File: src/dcc_defs.svh
// Bit positions, reset values and fixed counts of the debug configuration low half
`ifndef DCC_DEFS_SVH
`define DCC_DEFS_SVH

`define DCC_BIT_TRC        14
`define DCC_BIT_DDC_HI     12
`define DCC_BIT_DDC_LO     11
`define DCC_BIT_UHE        10
`define DCC_BIT_BTB_HI     9
`define DCC_BIT_BTB_LO     8
`define DCC_BIT_NPL        6
`define DCC_BIT_IPI        5
`define DCC_BIT_SSM        4
`define DCC_BIT_FID        1
`define DCC_BIT_DDH        0
`define DCC_WMASK          32'h0000_5F73
`define DCC_RESET          32'h0000_0000
`define DCC_BYTE_NIBBLES   4'h2
`define DCC_WORD_NIBBLES   4'h4
`define DCC_LONG_NIBBLES   4'h8
`define DCC_BTB2_NIBBLES   4'h4
`define DCC_BTB3_NIBBLES   4'h6
`define DCC_MARK_BYTE      4'h8
`define DCC_MARK_WORD      4'h9
`define DCC_MARK_LONG      4'hB
`define DCC_MARK_BTB2      4'hA
`define DCC_MARK_BTB3      4'hC

`endif

File: src/dcc_pkg.sv
// Types shared by the debug configuration control block
package dcc_pkg;
    typedef enum logic [1:0] {DCC_SZ_BYTE, DCC_SZ_WORD, DCC_SZ_LONG} dcc_size_t;

    typedef struct packed {
        logic [31:0] data;
        logic [3:0]  mark;
        logic [3:0]  nibbles;
    } dcc_trace_t;

    typedef struct packed {
        logic        valid;
        logic        is_write;
        dcc_size_t   size;
        logic [31:0] data;
    } dcc_operand_t;
endpackage

File: src/dcc_buf2.sv
// Two-entry valid/ready buffer for trace words
`timescale 1ns/1ps
`default_nettype none
module dcc_buf2
    import dcc_pkg::*;
(
    input  wire logic       mclk,      // System clock
    input  wire logic       rst_n,     // Async reset, active low
    input  wire dcc_trace_t in_data,   // Word from producer
    input  wire logic       in_valid,  // Producer has a word
    output var  logic       in_ready,  // Room for a word
    output var  dcc_trace_t out_data,  // Oldest word
    output var  logic       out_valid, // Oldest word present
    input  wire logic       out_ready  // Consumer takes word
);
    dcc_trace_t     mem_ff [2];
    logic           wp_ff, rp_ff, nxt_wp, nxt_rp;
    logic [1:0]     cnt_ff, nxt_cnt;
    logic           push, pop;
    logic           rdy_ff, nxt_rdy;

    assign push      = in_valid && (cnt_ff != 2'd2);
    assign pop       = out_ready && (cnt_ff != 2'd0);
    // Registered so that the ready output leaves the block straight from a flop
    assign in_ready  = rdy_ff;
    assign out_valid = (cnt_ff != 2'd0);
    assign out_data  = mem_ff[rp_ff];

    always_comb begin
        nxt_wp  = push ? ~wp_ff : wp_ff;
        nxt_rp  = pop ? ~rp_ff : rp_ff;
        nxt_cnt = cnt_ff + {1'b0, push} - {1'b0, pop};
        nxt_rdy = (nxt_cnt != 2'd2);
    end

    always_ff @(posedge mclk or negedge rst_n) begin
        if (!rst_n) begin
            wp_ff     <= 1'b0;
            rp_ff     <= 1'b0;
            cnt_ff    <= 2'd0;
            rdy_ff    <= 1'b1;
            mem_ff[0] <= '0;
            mem_ff[1] <= '0;
        end else begin
            wp_ff  <= nxt_wp;
            rp_ff  <= nxt_rp;
            cnt_ff <= nxt_cnt;
            rdy_ff <= nxt_rdy;
            if (push) begin
                mem_ff[wp_ff] <= in_data;
            end
        end
    end
endmodule
`default_nettype wire

File: src/dcc_ctrl.sv
// Debug configuration low half: control bits, halt/step logic and trace serialiser
// Overview of operation
// - Trace exception enters emulator mode when trace-emulator bit set, else supervisor.
// - Operand capture field zero shows no operands; 01 writes, 1x reads.
// - Operand sent after size marker, 8/16/32 bits, one nibble per trace clock.
// - Halt instruction is illegal unless background debug enable is set.
// - User-halt permit clear: supervisor only; set: supervisor and user may halt.
// - Branch target trace: 00 none, 01 low two bytes, 1x low three.
// - Non-pipelined bit forces one instruction at a time, no overlap.
// - PC breakpoint always reported before triggering instruction executes.
// - Non-pipelined: address/data breakpoints reported before next instruction begins.
// - In single step, interrupt-ignore bit masks pending interrupts.
// - Single step halts after each instruction; each go runs exactly one.
// - While halted in single step, any debug port command is accepted.
// - Force bit asserts debug-mode output regardless of core state.
// - Debug-mode output follows halt unless halt-disable bit set.
`timescale 1ns/1ps
`default_nettype none
`include "dcc_defs.svh"
module dcc_ctrl
    import dcc_pkg::*;
(
    input  wire logic         mclk,              // System clock, 50 MHz
    input  wire logic         rst_n,             // Async reset, active low
    input  wire logic         cfg_wr,            // Debug port write strobe
    input  wire logic [31:0]  cfg_wdata,         // Debug port write data
    input  wire logic         cfg_rd,            // Debug port read strobe
    output var  logic [31:0]  cfg_rdata,         // Lower half read data
    output var  logic         cmd_accept,        // Debug command accepted
    input  wire logic         cmd_valid,         // Debug command pending
    input  wire logic         background_debug_enable, // From extended status
    input  wire logic         go_cmd,            // Debug go command pulse
    input  wire logic         halt_req,          // Halt from breakpoint/halt op
    input  wire logic         insn_start_req,    // Core wants to issue instruction
    input  wire logic         insn_done,         // Core retired an instruction
    input  wire logic         halt_opcode,       // Decoding a halt instruction
    input  wire logic         user_mode,         // Core in user privilege
    input  wire logic         trace_exc,         // Trace exception taken
    input  wire logic         irq_pending,       // Interrupt pending
    input  wire logic         pc_bkpt,           // PC breakpoint hit
    input  wire logic         ad_bkpt,           // Address/data breakpoint hit
    input  wire dcc_operand_t operand,           // Peripheral bus operand
    input  wire logic         branch_taken,      // Taken branch pulse
    input  wire logic [23:0]  branch_target,     // Branch target address
    input  wire logic         trace_output_clock_en, // One pulse per trace clock
    output var  logic         insn_issue_ok,     // Core may issue next instruction
    output var  logic         halt_illegal,      // Treat halt as illegal opcode
    output var  logic         halt_allowed,      // Halt may execute
    output var  logic         emulator_entry,    // Trace exc enters emulator mode
    output var  logic         supervisor_entry,  // Trace exc enters supervisor mode
    output var  logic         irq_take,          // Interrupt may be serviced
    output var  logic         bkpt_report,       // Breakpoint reported to core
    output var  logic         halted,            // Core halted
    output var  logic         debug_mode,        // Debug-mode output to device
    output var  logic         trace_ready,       // Trace path can take a word
    output var  logic [3:0]   trace_data_output  // Trace nibble
);
    import dcc_pkg::*;

    // ****************************************
    // Configuration register
    // ****************************************
    logic [31:0] cfg_ff, nxt_cfg;
    logic        trace_emulator_entry, user_halt_permit, non_pipelined_select, step_interrupt_ignore, single_step_enable, force_debug_output, halt_debug_output_disable;
    logic [1:0]  ddc, branch_target_trace_size;

    always_comb begin
        nxt_cfg = cfg_ff;
        if (cfg_wr) begin
            nxt_cfg = cfg_wdata & `DCC_WMASK;
        end
    end

    always_ff @(posedge mclk or negedge rst_n) begin
        if (!rst_n) begin
            cfg_ff <= `DCC_RESET;
        end else begin
            cfg_ff <= nxt_cfg;
        end
    end

    assign trace_emulator_entry = cfg_ff[`DCC_BIT_TRC];
    assign ddc = cfg_ff[`DCC_BIT_DDC_HI:`DCC_BIT_DDC_LO];
    assign user_halt_permit = cfg_ff[`DCC_BIT_UHE];
    assign branch_target_trace_size = cfg_ff[`DCC_BIT_BTB_HI:`DCC_BIT_BTB_LO];
    assign non_pipelined_select = cfg_ff[`DCC_BIT_NPL];
    assign step_interrupt_ignore = cfg_ff[`DCC_BIT_IPI];
    assign single_step_enable = cfg_ff[`DCC_BIT_SSM];
    assign force_debug_output = cfg_ff[`DCC_BIT_FID];
    assign halt_debug_output_disable = cfg_ff[`DCC_BIT_DDH];

    // ****************************************
    // Run control: halt, single step, pipeline
    // ****************************************
    typedef enum logic [1:0] {ST_RUN, ST_STEP, ST_HALT} dcc_run_t;
    dcc_run_t run_ff, nxt_run;
    logic     busy_ff, nxt_busy;
    logic     bkpt_pend_ff, nxt_bkpt_pend;

    always_comb begin
        nxt_run       = run_ff;
        nxt_busy      = busy_ff;
        nxt_bkpt_pend = bkpt_pend_ff;
        // Non-pipelined: one instruction in flight at most
        if (insn_start_req && (run_ff != ST_HALT) && !(non_pipelined_select && busy_ff)) begin
            nxt_busy = 1'b1;
        end
        if (insn_done) begin
            nxt_busy = 1'b0;
        end
        if (ad_bkpt) begin
            nxt_bkpt_pend = 1'b1;
        end else if (bkpt_pend_ff && !busy_ff) begin
            nxt_bkpt_pend = 1'b0;
        end
        unique case (run_ff)
            ST_RUN: begin
                if (halt_req || pc_bkpt) begin
                    nxt_run = ST_HALT;
                end else if (single_step_enable && insn_done) begin
                    nxt_run = ST_HALT;
                end
            end
            ST_STEP: begin
                // A stepped instruction that hits a PC breakpoint must not run
                if (insn_done || halt_req || pc_bkpt) begin
                    nxt_run = ST_HALT;
                end
            end
            ST_HALT: begin
                if (go_cmd) begin
                    nxt_run = single_step_enable ? ST_STEP : ST_RUN;
                end
            end
        endcase
    end

    always_ff @(posedge mclk or negedge rst_n) begin
        if (!rst_n) begin
            run_ff       <= ST_RUN;
            busy_ff      <= 1'b0;
            bkpt_pend_ff <= 1'b0;
        end else begin
            run_ff       <= nxt_run;
            busy_ff      <= nxt_busy;
            bkpt_pend_ff <= nxt_bkpt_pend;
        end
    end

    // ****************************************
    // Registered core-facing outputs
    // ****************************************
    logic step_once_ff, nxt_step_once;
    logic issue_ok_ff, nxt_issue_ok;
    logic illegal_ff, nxt_illegal, allow_ff, nxt_allow;
    logic emu_ff, nxt_emu, sup_ff, nxt_sup, irq_ff, nxt_irq;
    logic rep_ff, nxt_rep, halted_ff, nxt_halted, dbg_ff, nxt_dbg, acc_ff, nxt_acc;
    logic [31:0] rdata_ff, nxt_rdata;

    always_comb begin
        nxt_step_once = step_once_ff;
        if (go_cmd) begin
            nxt_step_once = 1'b1;
        end else if (insn_start_req && issue_ok_ff) begin
            nxt_step_once = 1'b0;
        end
        // Step issues only the single instruction granted by go
        nxt_issue_ok = (nxt_run == ST_RUN) || (nxt_run == ST_STEP && nxt_step_once);
        nxt_issue_ok = nxt_issue_ok && !pc_bkpt && !(non_pipelined_select && nxt_busy);
        nxt_illegal  = halt_opcode && !background_debug_enable;
        nxt_allow    = halt_opcode && background_debug_enable && (user_halt_permit || !user_mode);
        nxt_emu      = trace_exc && trace_emulator_entry;
        nxt_sup      = trace_exc && !trace_emulator_entry;
        nxt_irq      = irq_pending && !(single_step_enable && step_interrupt_ignore) && (nxt_run != ST_HALT);
        // PC breakpoints always precede execution; a/d only precise when serialised
        nxt_rep      = pc_bkpt || (non_pipelined_select ? (ad_bkpt || bkpt_pend_ff) : ad_bkpt);
        nxt_halted   = (nxt_run == ST_HALT);
        nxt_dbg      = force_debug_output || (nxt_halted && !halt_debug_output_disable);
        nxt_acc      = cmd_valid && ((run_ff == ST_HALT) || !single_step_enable);
        nxt_rdata    = cfg_rd ? (cfg_ff & `DCC_WMASK) : rdata_ff;
    end

    always_ff @(posedge mclk or negedge rst_n) begin
        if (!rst_n) begin
            step_once_ff <= 1'b0;
            issue_ok_ff  <= 1'b0;
            illegal_ff   <= 1'b0;
            allow_ff     <= 1'b0;
            emu_ff       <= 1'b0;
            sup_ff       <= 1'b0;
            irq_ff       <= 1'b0;
            rep_ff       <= 1'b0;
            halted_ff    <= 1'b0;
            dbg_ff       <= 1'b0;
            acc_ff       <= 1'b0;
            rdata_ff     <= 32'h0000_0000;
        end else begin
            step_once_ff <= nxt_step_once;
            issue_ok_ff  <= nxt_issue_ok;
            illegal_ff   <= nxt_illegal;
            allow_ff     <= nxt_allow;
            emu_ff       <= nxt_emu;
            sup_ff       <= nxt_sup;
            irq_ff       <= nxt_irq;
            rep_ff       <= nxt_rep;
            halted_ff    <= nxt_halted;
            dbg_ff       <= nxt_dbg;
            acc_ff       <= nxt_acc;
            rdata_ff     <= nxt_rdata;
        end
    end

    assign insn_issue_ok    = issue_ok_ff;
    assign halt_illegal     = illegal_ff;
    assign halt_allowed     = allow_ff;
    assign emulator_entry   = emu_ff;
    assign supervisor_entry = sup_ff;
    assign irq_take         = irq_ff;
    assign bkpt_report      = rep_ff;
    assign halted           = halted_ff;
    assign debug_mode       = dbg_ff;
    assign cmd_accept       = acc_ff;
    assign cfg_rdata        = rdata_ff;

    // ****************************************
    // Trace capture and nibble serialiser
    // ****************************************
    function automatic dcc_trace_t op_word(input dcc_operand_t op);
        op_word.data = op.data;
        unique case (op.size)
            DCC_SZ_BYTE: begin
                op_word.mark    = `DCC_MARK_BYTE;
                op_word.nibbles = `DCC_BYTE_NIBBLES;
            end
            DCC_SZ_WORD: begin
                op_word.mark    = `DCC_MARK_WORD;
                op_word.nibbles = `DCC_WORD_NIBBLES;
            end
            default: begin
                op_word.mark    = `DCC_MARK_LONG;
                op_word.nibbles = `DCC_LONG_NIBBLES;
            end
        endcase
    endfunction

    dcc_trace_t cap_word, buf_word;
    logic       cap_valid, buf_valid, buf_pop;
    logic       op_hit, br_hit;

    // Operand capture wins a same-cycle collision; branch target then dropped
    assign op_hit = operand.valid && ((ddc == 2'b01 && operand.is_write)
                    || (ddc[1] && !operand.is_write));
    assign br_hit = branch_taken && (branch_target_trace_size != 2'b00);

    always_comb begin
        cap_word  = '0;
        cap_valid = op_hit || br_hit;
        if (op_hit) begin
            cap_word = op_word(operand);
        end else if (br_hit) begin
            cap_word.data    = {8'h00, branch_target};
            cap_word.mark    = branch_target_trace_size[1] ? `DCC_MARK_BTB3 : `DCC_MARK_BTB2;
            cap_word.nibbles = branch_target_trace_size[1] ? `DCC_BTB3_NIBBLES : `DCC_BTB2_NIBBLES;
        end
    end

    dcc_buf2 u_buf (
        .mclk      (mclk),
        .rst_n     (rst_n),
        .in_data   (cap_word),
        .in_valid  (cap_valid),
        .in_ready  (trace_ready),
        .out_data  (buf_word),
        .out_valid (buf_valid),
        .out_ready (buf_pop)
    );

    logic [31:0] sh_ff, nxt_sh;
    logic [3:0]  left_ff, nxt_left, nib_ff, nxt_nib;
    logic        act_ff, nxt_act;

    assign buf_pop = !act_ff && buf_valid && trace_output_clock_en;

    always_comb begin
        nxt_sh   = sh_ff;
        nxt_left = left_ff;
        nxt_nib  = nib_ff;
        nxt_act  = act_ff;
        if (trace_output_clock_en) begin
            if (act_ff) begin
                // Low nibble first, one per trace clock
                nxt_nib  = sh_ff[3:0];
                nxt_sh   = {4'h0, sh_ff[31:4]};
                nxt_left = left_ff - 4'h1;
                nxt_act  = (left_ff != 4'h1);
            end else if (buf_valid) begin
                nxt_nib  = buf_word.mark;
                nxt_sh   = buf_word.data;
                nxt_left = buf_word.nibbles;
                nxt_act  = 1'b1;
            end else begin
                nxt_nib = 4'h0;
            end
        end
    end

    always_ff @(posedge mclk or negedge rst_n) begin
        if (!rst_n) begin
            sh_ff   <= 32'h0000_0000;
            left_ff <= 4'h0;
            nib_ff  <= 4'h0;
            act_ff  <= 1'b0;
        end else begin
            sh_ff   <= nxt_sh;
            left_ff <= nxt_left;
            nib_ff  <= nxt_nib;
            act_ff  <= nxt_act;
        end
    end

    assign trace_data_output = nib_ff;
endmodule
`default_nettype wire

File: config.mk
export PLATFORM = sky130hd
export DESIGN_NAME = dcc_ctrl
export DESIGN_NICKNAME = d
export VERILOG_FILES = /design/src/dcc_pkg.sv /design/src/dcc_buf2.sv /design/src/dcc_ctrl.sv
export VERILOG_INCLUDE_DIRS = /design/src
export SDC_FILE = /design/constraint.sdc
export NUM_CORES = 1
export LEC_CHECK = 0
export ABC_AREA = 0
export BUFFER_PORTS_ARGS = -buffer_cell sky130_fd_sc_hd__buf_2
export CORE_UTILIZATION = 59
export DETAILED_ROUTE_END_ITERATION = 7
export PLACE_DENSITY = 0.93
export RECOVER_POWER = 50
export SKIP_LAST_GASP = 1
export SYNTH_ARGS = -nofsm -noshare
export SYNTH_HDL_FRONTEND = slang
export SYNTH_SLANG_ARGS = --single-unit
File: constraint.sdc
create_clock -name mclk -period 3.35 [get_ports mclk]
set_input_delay 0.67 -clock mclk [delete_from_list [all_inputs] [get_ports mclk]]
set_output_delay 0.67 -clock mclk [all_outputs]
set_load 0.05 [all_outputs]
Yosys cells after proc, flatten, opt, wreduce, memory -nomap -nowiden --
Cells that the tools add are included.
Word-level totals: flip-flop bits (word level) 163, output and inout bits 47
Operators by class: add/subtract/negate cells 3, magnitude comparators 3, equality and inequality tests 11, multiplexer cells 32, bitwise logic cells 4, reductions and logical operators 60
Operator list (number):
- $mux W40 | 5
- $mux W32 | 3
- $bwmux W80 | 1
- $demux W40 S1 | 1
- $logic_and A1 B1 Y1 | 29
- $mux W4 | 4
- $logic_not A1 Y1 | 12
- $pmux W6 S2 | 1
- $logic_or A1 B1 Y1 | 11
- $mux W1 | 10
- $mux W2 | 5
- $eq A2 B1 Y1 const B | 4
- $ne A2 B2 Y1 const B | 4
- $reduce_bool A2 Y1 | 4
- $logic_not A2 Y1 | 3
- $pmux W2 S3 | 1
- $eq A2 B2 Y1 const B | 2
- $ge A2 B2 Y1 const B | 2
- $ne A4 B1 Y1 const B | 1
- $not A1 Y2 | 2
- $sub A4 B1 Y4 const B | 1
- $mux W3 | 1
- $add A2 B1 Y2 | 1
- $lt A2 B1 Y1 const B | 1
- other kinds (3) | 4

Longest topological paths before layout --
word-level depth 9, mapped depth 10, gate-level depth less buffers 9

Modules after synthesis --
Synthesis repeated with hierarchy kept, for this count alone.
Second synthesis, totals: cell total of the unflattened synthesis 648, area, all modules 8056.5 um2
By module, submodules not included:
- dcc_buf2 | times used 1, cells an instance 234, area an instance 4093.9 um2, seq. area each 2128.3 um2
- dcc_ctrl | times used 1, cells an instance 414, area an instance 3962.6 um2, seq. area each 1951.9 um2

Worst setup path after synthesis --
No wires, ideal clock.
path kind input port to flip-flop, start input port operand[34] in the netlist's numbering, end register u_buf.rdy_ff (netlist: u_buf.in_ready), arrival time 1.996 ns, setup slack 1.273 ns, stages 8, buffers on the path 1, cell sequence and3b_2 > o21ai_4 > buf_6 > a21oi_1 > ha_1 > xnor2_1 > xnor2_1 > nand2b_1
Between the ends: word-level cells in the longest chain between the ends 9, elaborated cells between the ends (all ways) 10, those cells by class 2 x add/sub; 1 x eq/ne; 7 x reduce/logical
RTL lines:
- start, declared | line dcc_ctrl.sv:42 | input wire dcc_operand_t operand,
- $logic_not A1 Y1 | line dcc_ctrl.sv:252 | || (ddc[1] && !operand.is_write));
- $logic_and A1 B1 Y1 | line dcc_ctrl.sv:252
- $logic_or A1 B1 Y1 * | line dcc_ctrl.sv:252
- $logic_and A1 B1 Y1 * | line dcc_ctrl.sv:251 | assign op_hit = operand.valid && ((ddc == 2'b01 && operand.is_write)
- $logic_or A1 B1 Y1 * | line dcc_ctrl.sv:257 | cap_valid = op_hit || br_hit;
- $logic_and A1 B1 Y1 * | line dcc_buf2.sv:22 | assign push = in_valid && (cnt_ff != 2'd2);
- named net u_buf.push | line dcc_buf2.sv:19 | logic push, pop;
- $add A2 B1 Y2 * | line dcc_buf2.sv:32 | nxt_cnt = cnt_ff + {1'b0, push} - {1'b0, pop};
- $sub A2 B1 Y2 * | line dcc_buf2.sv:32
- named net u_buf.nxt_cnt[1] | line dcc_buf2.sv:18 | logic [1:0] cnt_ff, nxt_cnt;
- $ne A2 B2 Y1 * | line dcc_buf2.sv:33 | nxt_rdy = (nxt_cnt != 2'd2);
- named net u_buf.nxt_rdy | line dcc_buf2.sv:20 | logic rdy_ff, nxt_rdy;
- end signal, assigned | line dcc_buf2.sv:48 | rdy_ff <= nxt_rdy;
- end, declared | line dcc_buf2.sv:20
The timed path passes the listed nets; every way through them passes the cells marked *. A chain may end at the register's enable or synchronous reset.

Final worst setup path --
start register cfg_ff[11], end register u_buf.mem_ff[9] in the netlist's numbering
Between the ends: word-level cells in the longest chain between the ends 6, elaborated cells between the ends (all ways) 8, those cells by class 1 x eq/ne; 2 x mux; 5 x reduce/logical
RTL lines:
- start, declared | line dcc_ctrl.sv:63 | logic [31:0] cfg_ff, nxt_cfg;
- start signal, assigned | line dcc_ctrl.sv:76 | cfg_ff <= `DCC_RESET;
- start signal, assigned | line dcc_ctrl.sv:78 | cfg_ff <= nxt_cfg;
- $eq A2 B1 Y1 * | line dcc_ctrl.sv:251
- $logic_and A1 B1 Y1 * | line dcc_ctrl.sv:251
- $logic_or A1 B1 Y1 * | line dcc_ctrl.sv:252
- $logic_and A1 B1 Y1 * | line dcc_ctrl.sv:251
- $mux W40 or $logic_or A1 B1 Y1 (tied branches) | line dcc_ctrl.sv:258, dcc_ctrl.sv:257
- $bwmux W80 or $logic_and A1 B1 Y1 (tied branches) | line dcc_buf2.sv:50, dcc_buf2.sv:22
- end signal, assigned by index | line dcc_buf2.sv:50 | mem_ff[wp_ff] <= in_data;
- end, declared | line dcc_buf2.sv:16 | dcc_trace_t mem_ff [2];
Every way passes the cells marked *; elsewhere a longest branch is shown, timed or not.

==> results.py <==
metrics = {
    "die": {
        "fp.dieW_um": 114,
        "num_rows": 40,
        "dieArea_um2": 12900,
        "core-area_um2": 12100,
        "die_h_um": 114,
        "initial_utilization": 0.610,
        "io_pins": 157,
    },
    "setup_path": {
        "reg2reg_from": "cfg_ff[11]",
        "crit_fanout": 23,
        "crit_chain": "and3b_2 -> o21ai_4 -> buf_4 -> mux2i_1 -> a2bb2oi_1",
        "cp_top_family": "compound AO/OA/AOI/OAI gates",
        "r2r_slack_ps": 1250,
        "cp.arrival_ps": 2390,
        "reg2reg_depth": 5,
        "startpoint_type": "flop",
        "crit_path_top_delay_cell": "buf_4",
        "rr_endpoint": "u_buf.mem_ff[9]",
        "cpPeakStageDelay_ps": 450,
        "critPathBufInv": 1,
        "critPathKind": "reg -> reg",
        "required_ps": 3650,
        "endpoint_kind": "flop",
    },
    "job": {
        "max_cap_viol_count": 0,
    },
    "sta": {
        "tightest_slew_ps": 1060,
        "whs_ps": 371,
        "hold_viol": 0,
        "rsz0062_at_grt": "false",
        "slew_headroom": 0.294,
        "min_period_ps": 2100,
        "fin_crit_sh": 0.626,
        "clock_skew_ps": 9.26,
        "setup_viol": 0,
        "slew_viol_final": 0,
        "max_freq_mhz": 477,
        "fin_tns_setup_ps": 0,
    },
    "synthesis": {
        "yosys_warnings": 0,
        "synth_top_area_cell": "dfrtp_1",
        "seq_area_frac_synth": 0.548,
        "yosysTopAreaCellShare": 0.544,
        "syn_area_per_cell_um2": 11.3,
        "yosys-top-cells-area": "dfrtp_1 (54%), mux2i_1 (8.6%), a2bb2oi_1 (6.2%), mux2_2 (3.5%), o21ai_0 (3.3%)",
        "synth_cells": 652,
        "syn_area_um2": 7360,
        "synth.ff_latch_count": 161,
        "synth_cell_types": 45,
    },
    "route": {
        "drc_errors": 0,
        "final_antenna_net_count": 0,
        "wl_per_cell_um": 18.6,
        "drt_iter0_drc": 353,
        "vias_per_cell": 5.90,
        "vias": 5534,
        "first_pass_iters": 5,
        "wirelength_mm": 17.4,
    },
    "pwr": {
        "ir_drop_v": 0.000595,
        "p_leak_nw": 4.12,
        "power-per-cell-area_nw_per_um2": 943,
    },
    "cts": {
        "cts_buffers": 17,
        "cts.sinks": 161,
        "h-tree-depth": 4,
        "insertion_delay_ps": 430,
        "clk_pin_slew_worst_paths_ps": 60,
        "cts_root_buffer": "clkbuf_16",
        "ctsResizeCount": 0,
        "hold_buffers": 0,
        "cts_tree": "yes",
        "postCtsSetupRepairBufs": 0,
        "clock_path_buffers": 2,
    },
    "placement": {
        "place_area_um2": 7970,
        "numPortBuffers": 114,
        "place.detailed.hpwl_mm": 11.2,
        "dp_cells": 906,
        "finalWeightedCongestion": 0.817,
    },
    "layout": {
        "multi_input_area_um2": 3000,
        "final_util": 0.708,
        "instances_no_fill": 938,
        "syn_to_final_growth_pct": 16.1,
        "n_fill_cell": 814,
        "fin_area_um2": 8540,
        "final_layout_size_suffix_gt1_frac": 0.242,
        "nNetsFinal": 873,
        "seqCellArea_um2": 4030,
        "antenna_cells": 0,
    },
    "min_path": {
        "min_path_type": "in -> async",
    },
    "global_route": {
        "grt_pass1_vias": 5795,
        "grt_pass1_wl_mm": 28.5,
        "grt.overflow.total": 0,
        "grt.total_usage": 0.291,
        "grt_max_degree": 114,
        "antenna_found_initial": 0,
    },
    "outcome": {
        "status": "finished, final reports clean",
    },
}
## power by group
group          total, mW  switching [mW]  internal (mW)
clock network       1.94           0.768           1.17
registers           3.32           0.608           2.71
logic               2.80            1.63           1.17
## cell type report
| type | instances | area share |
|---|---|---|
| Inverter | 16 | 0.00703 |
| Clock buffer | 22 | 0.0567 |
| Tap cell | 168 | 0.0246 |
| Timing Repair Buffer | 126 | 0.0764 |
| Multi-Input combinational cell | 435 | 0.351 |
| Clock inverter | 10 | 0.0126 |
| Sequential cell | 161 | 0.472 |
## flip-flops by register name, summed over array words and instances, names as in the netlist, 2 cells and up
signal,flops
left_ff,4
sh_ff,32
trace_data_output,4
cfg_rdata,11
u_buf.cnt_ff,2
run_ff,2
cfg_ff,11
u_buf.mem_ff,78
## cell usage after synthesis, drive strengths merged
cell type  number
a2111oi         1
a211o           1
a21boi          1
a21o            2
a21oi          37
a22o           22
a2bb2oi        52
and2            1
and2b           1
and3b           1
buf            40
clkbuf         20
conb            1
dfrtp         160
dfstp           1
ha              6
inv            16
mux2           23
mux2i          63
nand2          52
nand2b         30
nand3           3
nor2           38
nor2b           3
nor3            2
nor4bb          1
o211a           2
o211ai          2
o21a            2
o21ai          53
o22ai           2
o311ai          1
o31a            1
o31ai           3
o32a            2
or2             1
or2b            1
xnor2           4
## cell usage in the layout (no fill, tap or decap), types with 4 or more instances in the layout
master / netlist / routed
dfrtp_1: 160 / 158
inv_1: 16 / 16
a21oi_1: 35 / 35
a22o_1: 22 / 22
o21ai_0: 49 / 49
nand2b_1: 30 / 30
clkinv_2: 0 / 5
clkbuf_8: 0 / 4
nand2_1: 52 / 52
mux2_2: 23 / 22
xnor2_1: 4 / 4
a2bb2oi_1: 52 / 52
nor2_1: 38 / 36
mux2i_1: 63 / 63
buf_4: 21 / 9
buf_2: 9 / 111
conb_1: 1 / 21
ha_1: 6 / 6
clkbuf_16: 0 / 17
clkbuf_1: 20 / 6
## stage by stage
step | worst slack [ps] | power [mW]
floorplan | 1270 | 5.28
global placement | 980 | 5.82
detailed placement | 916 | 6.04
CTS | 1250 | 8.03
global route | 1120 | 8.44
finish | 1250 | 8.05
## how the worst max path moves through the flow
stage / from / endpoint / slack, ps / cells after the start
after floorplan: operand[34] / u_buf.in_ready / 1270 / 8
after global placement: operand[34] / u_buf.mem_ff[66] / 980 / 6
after detailed placement: operand[34] / u_buf.mem_ff[29] / 920 / 6
after CTS: cfg_ff[11] / u_buf.mem_ff[9] / 1250 / 5
after global routing: rst_n / u_buf.mem_ff[21] / 1120 / 2
final: cfg_ff[11] / u_buf.mem_ff[9] / 1250 / 5
## cells by family (layout without fill, tap and decap cells)
group                    count (synthesis)  count (layout)  share of synthesized area
XOR/XNOR                                 4               4                    0.00476
buffers and inverters                   76             174                     0.0581
other                                    1              21                   0.000510
multiplexers                            86              86                      0.121
flip-flops                             161             161                      0.548
AND/OR/NAND/NOR                        134             134                     0.0838
adder cells (fa/ha/maj)                  6               6                     0.0102
AO/OA/AOI/OAI                          184             184                      0.174
## routing by layer
metal,wire [µm],up-vias,GRT usage,share of wire
li1,-,2479,-,-
met1,6890,2745,0.353,0.39
met2,8840,261,0.482,0.51
met3,1160,49,0.0707,0.066
met4,559,0,0.161,0.032
met5,0,-,0,0
Power figures use the tool's default switching activity.
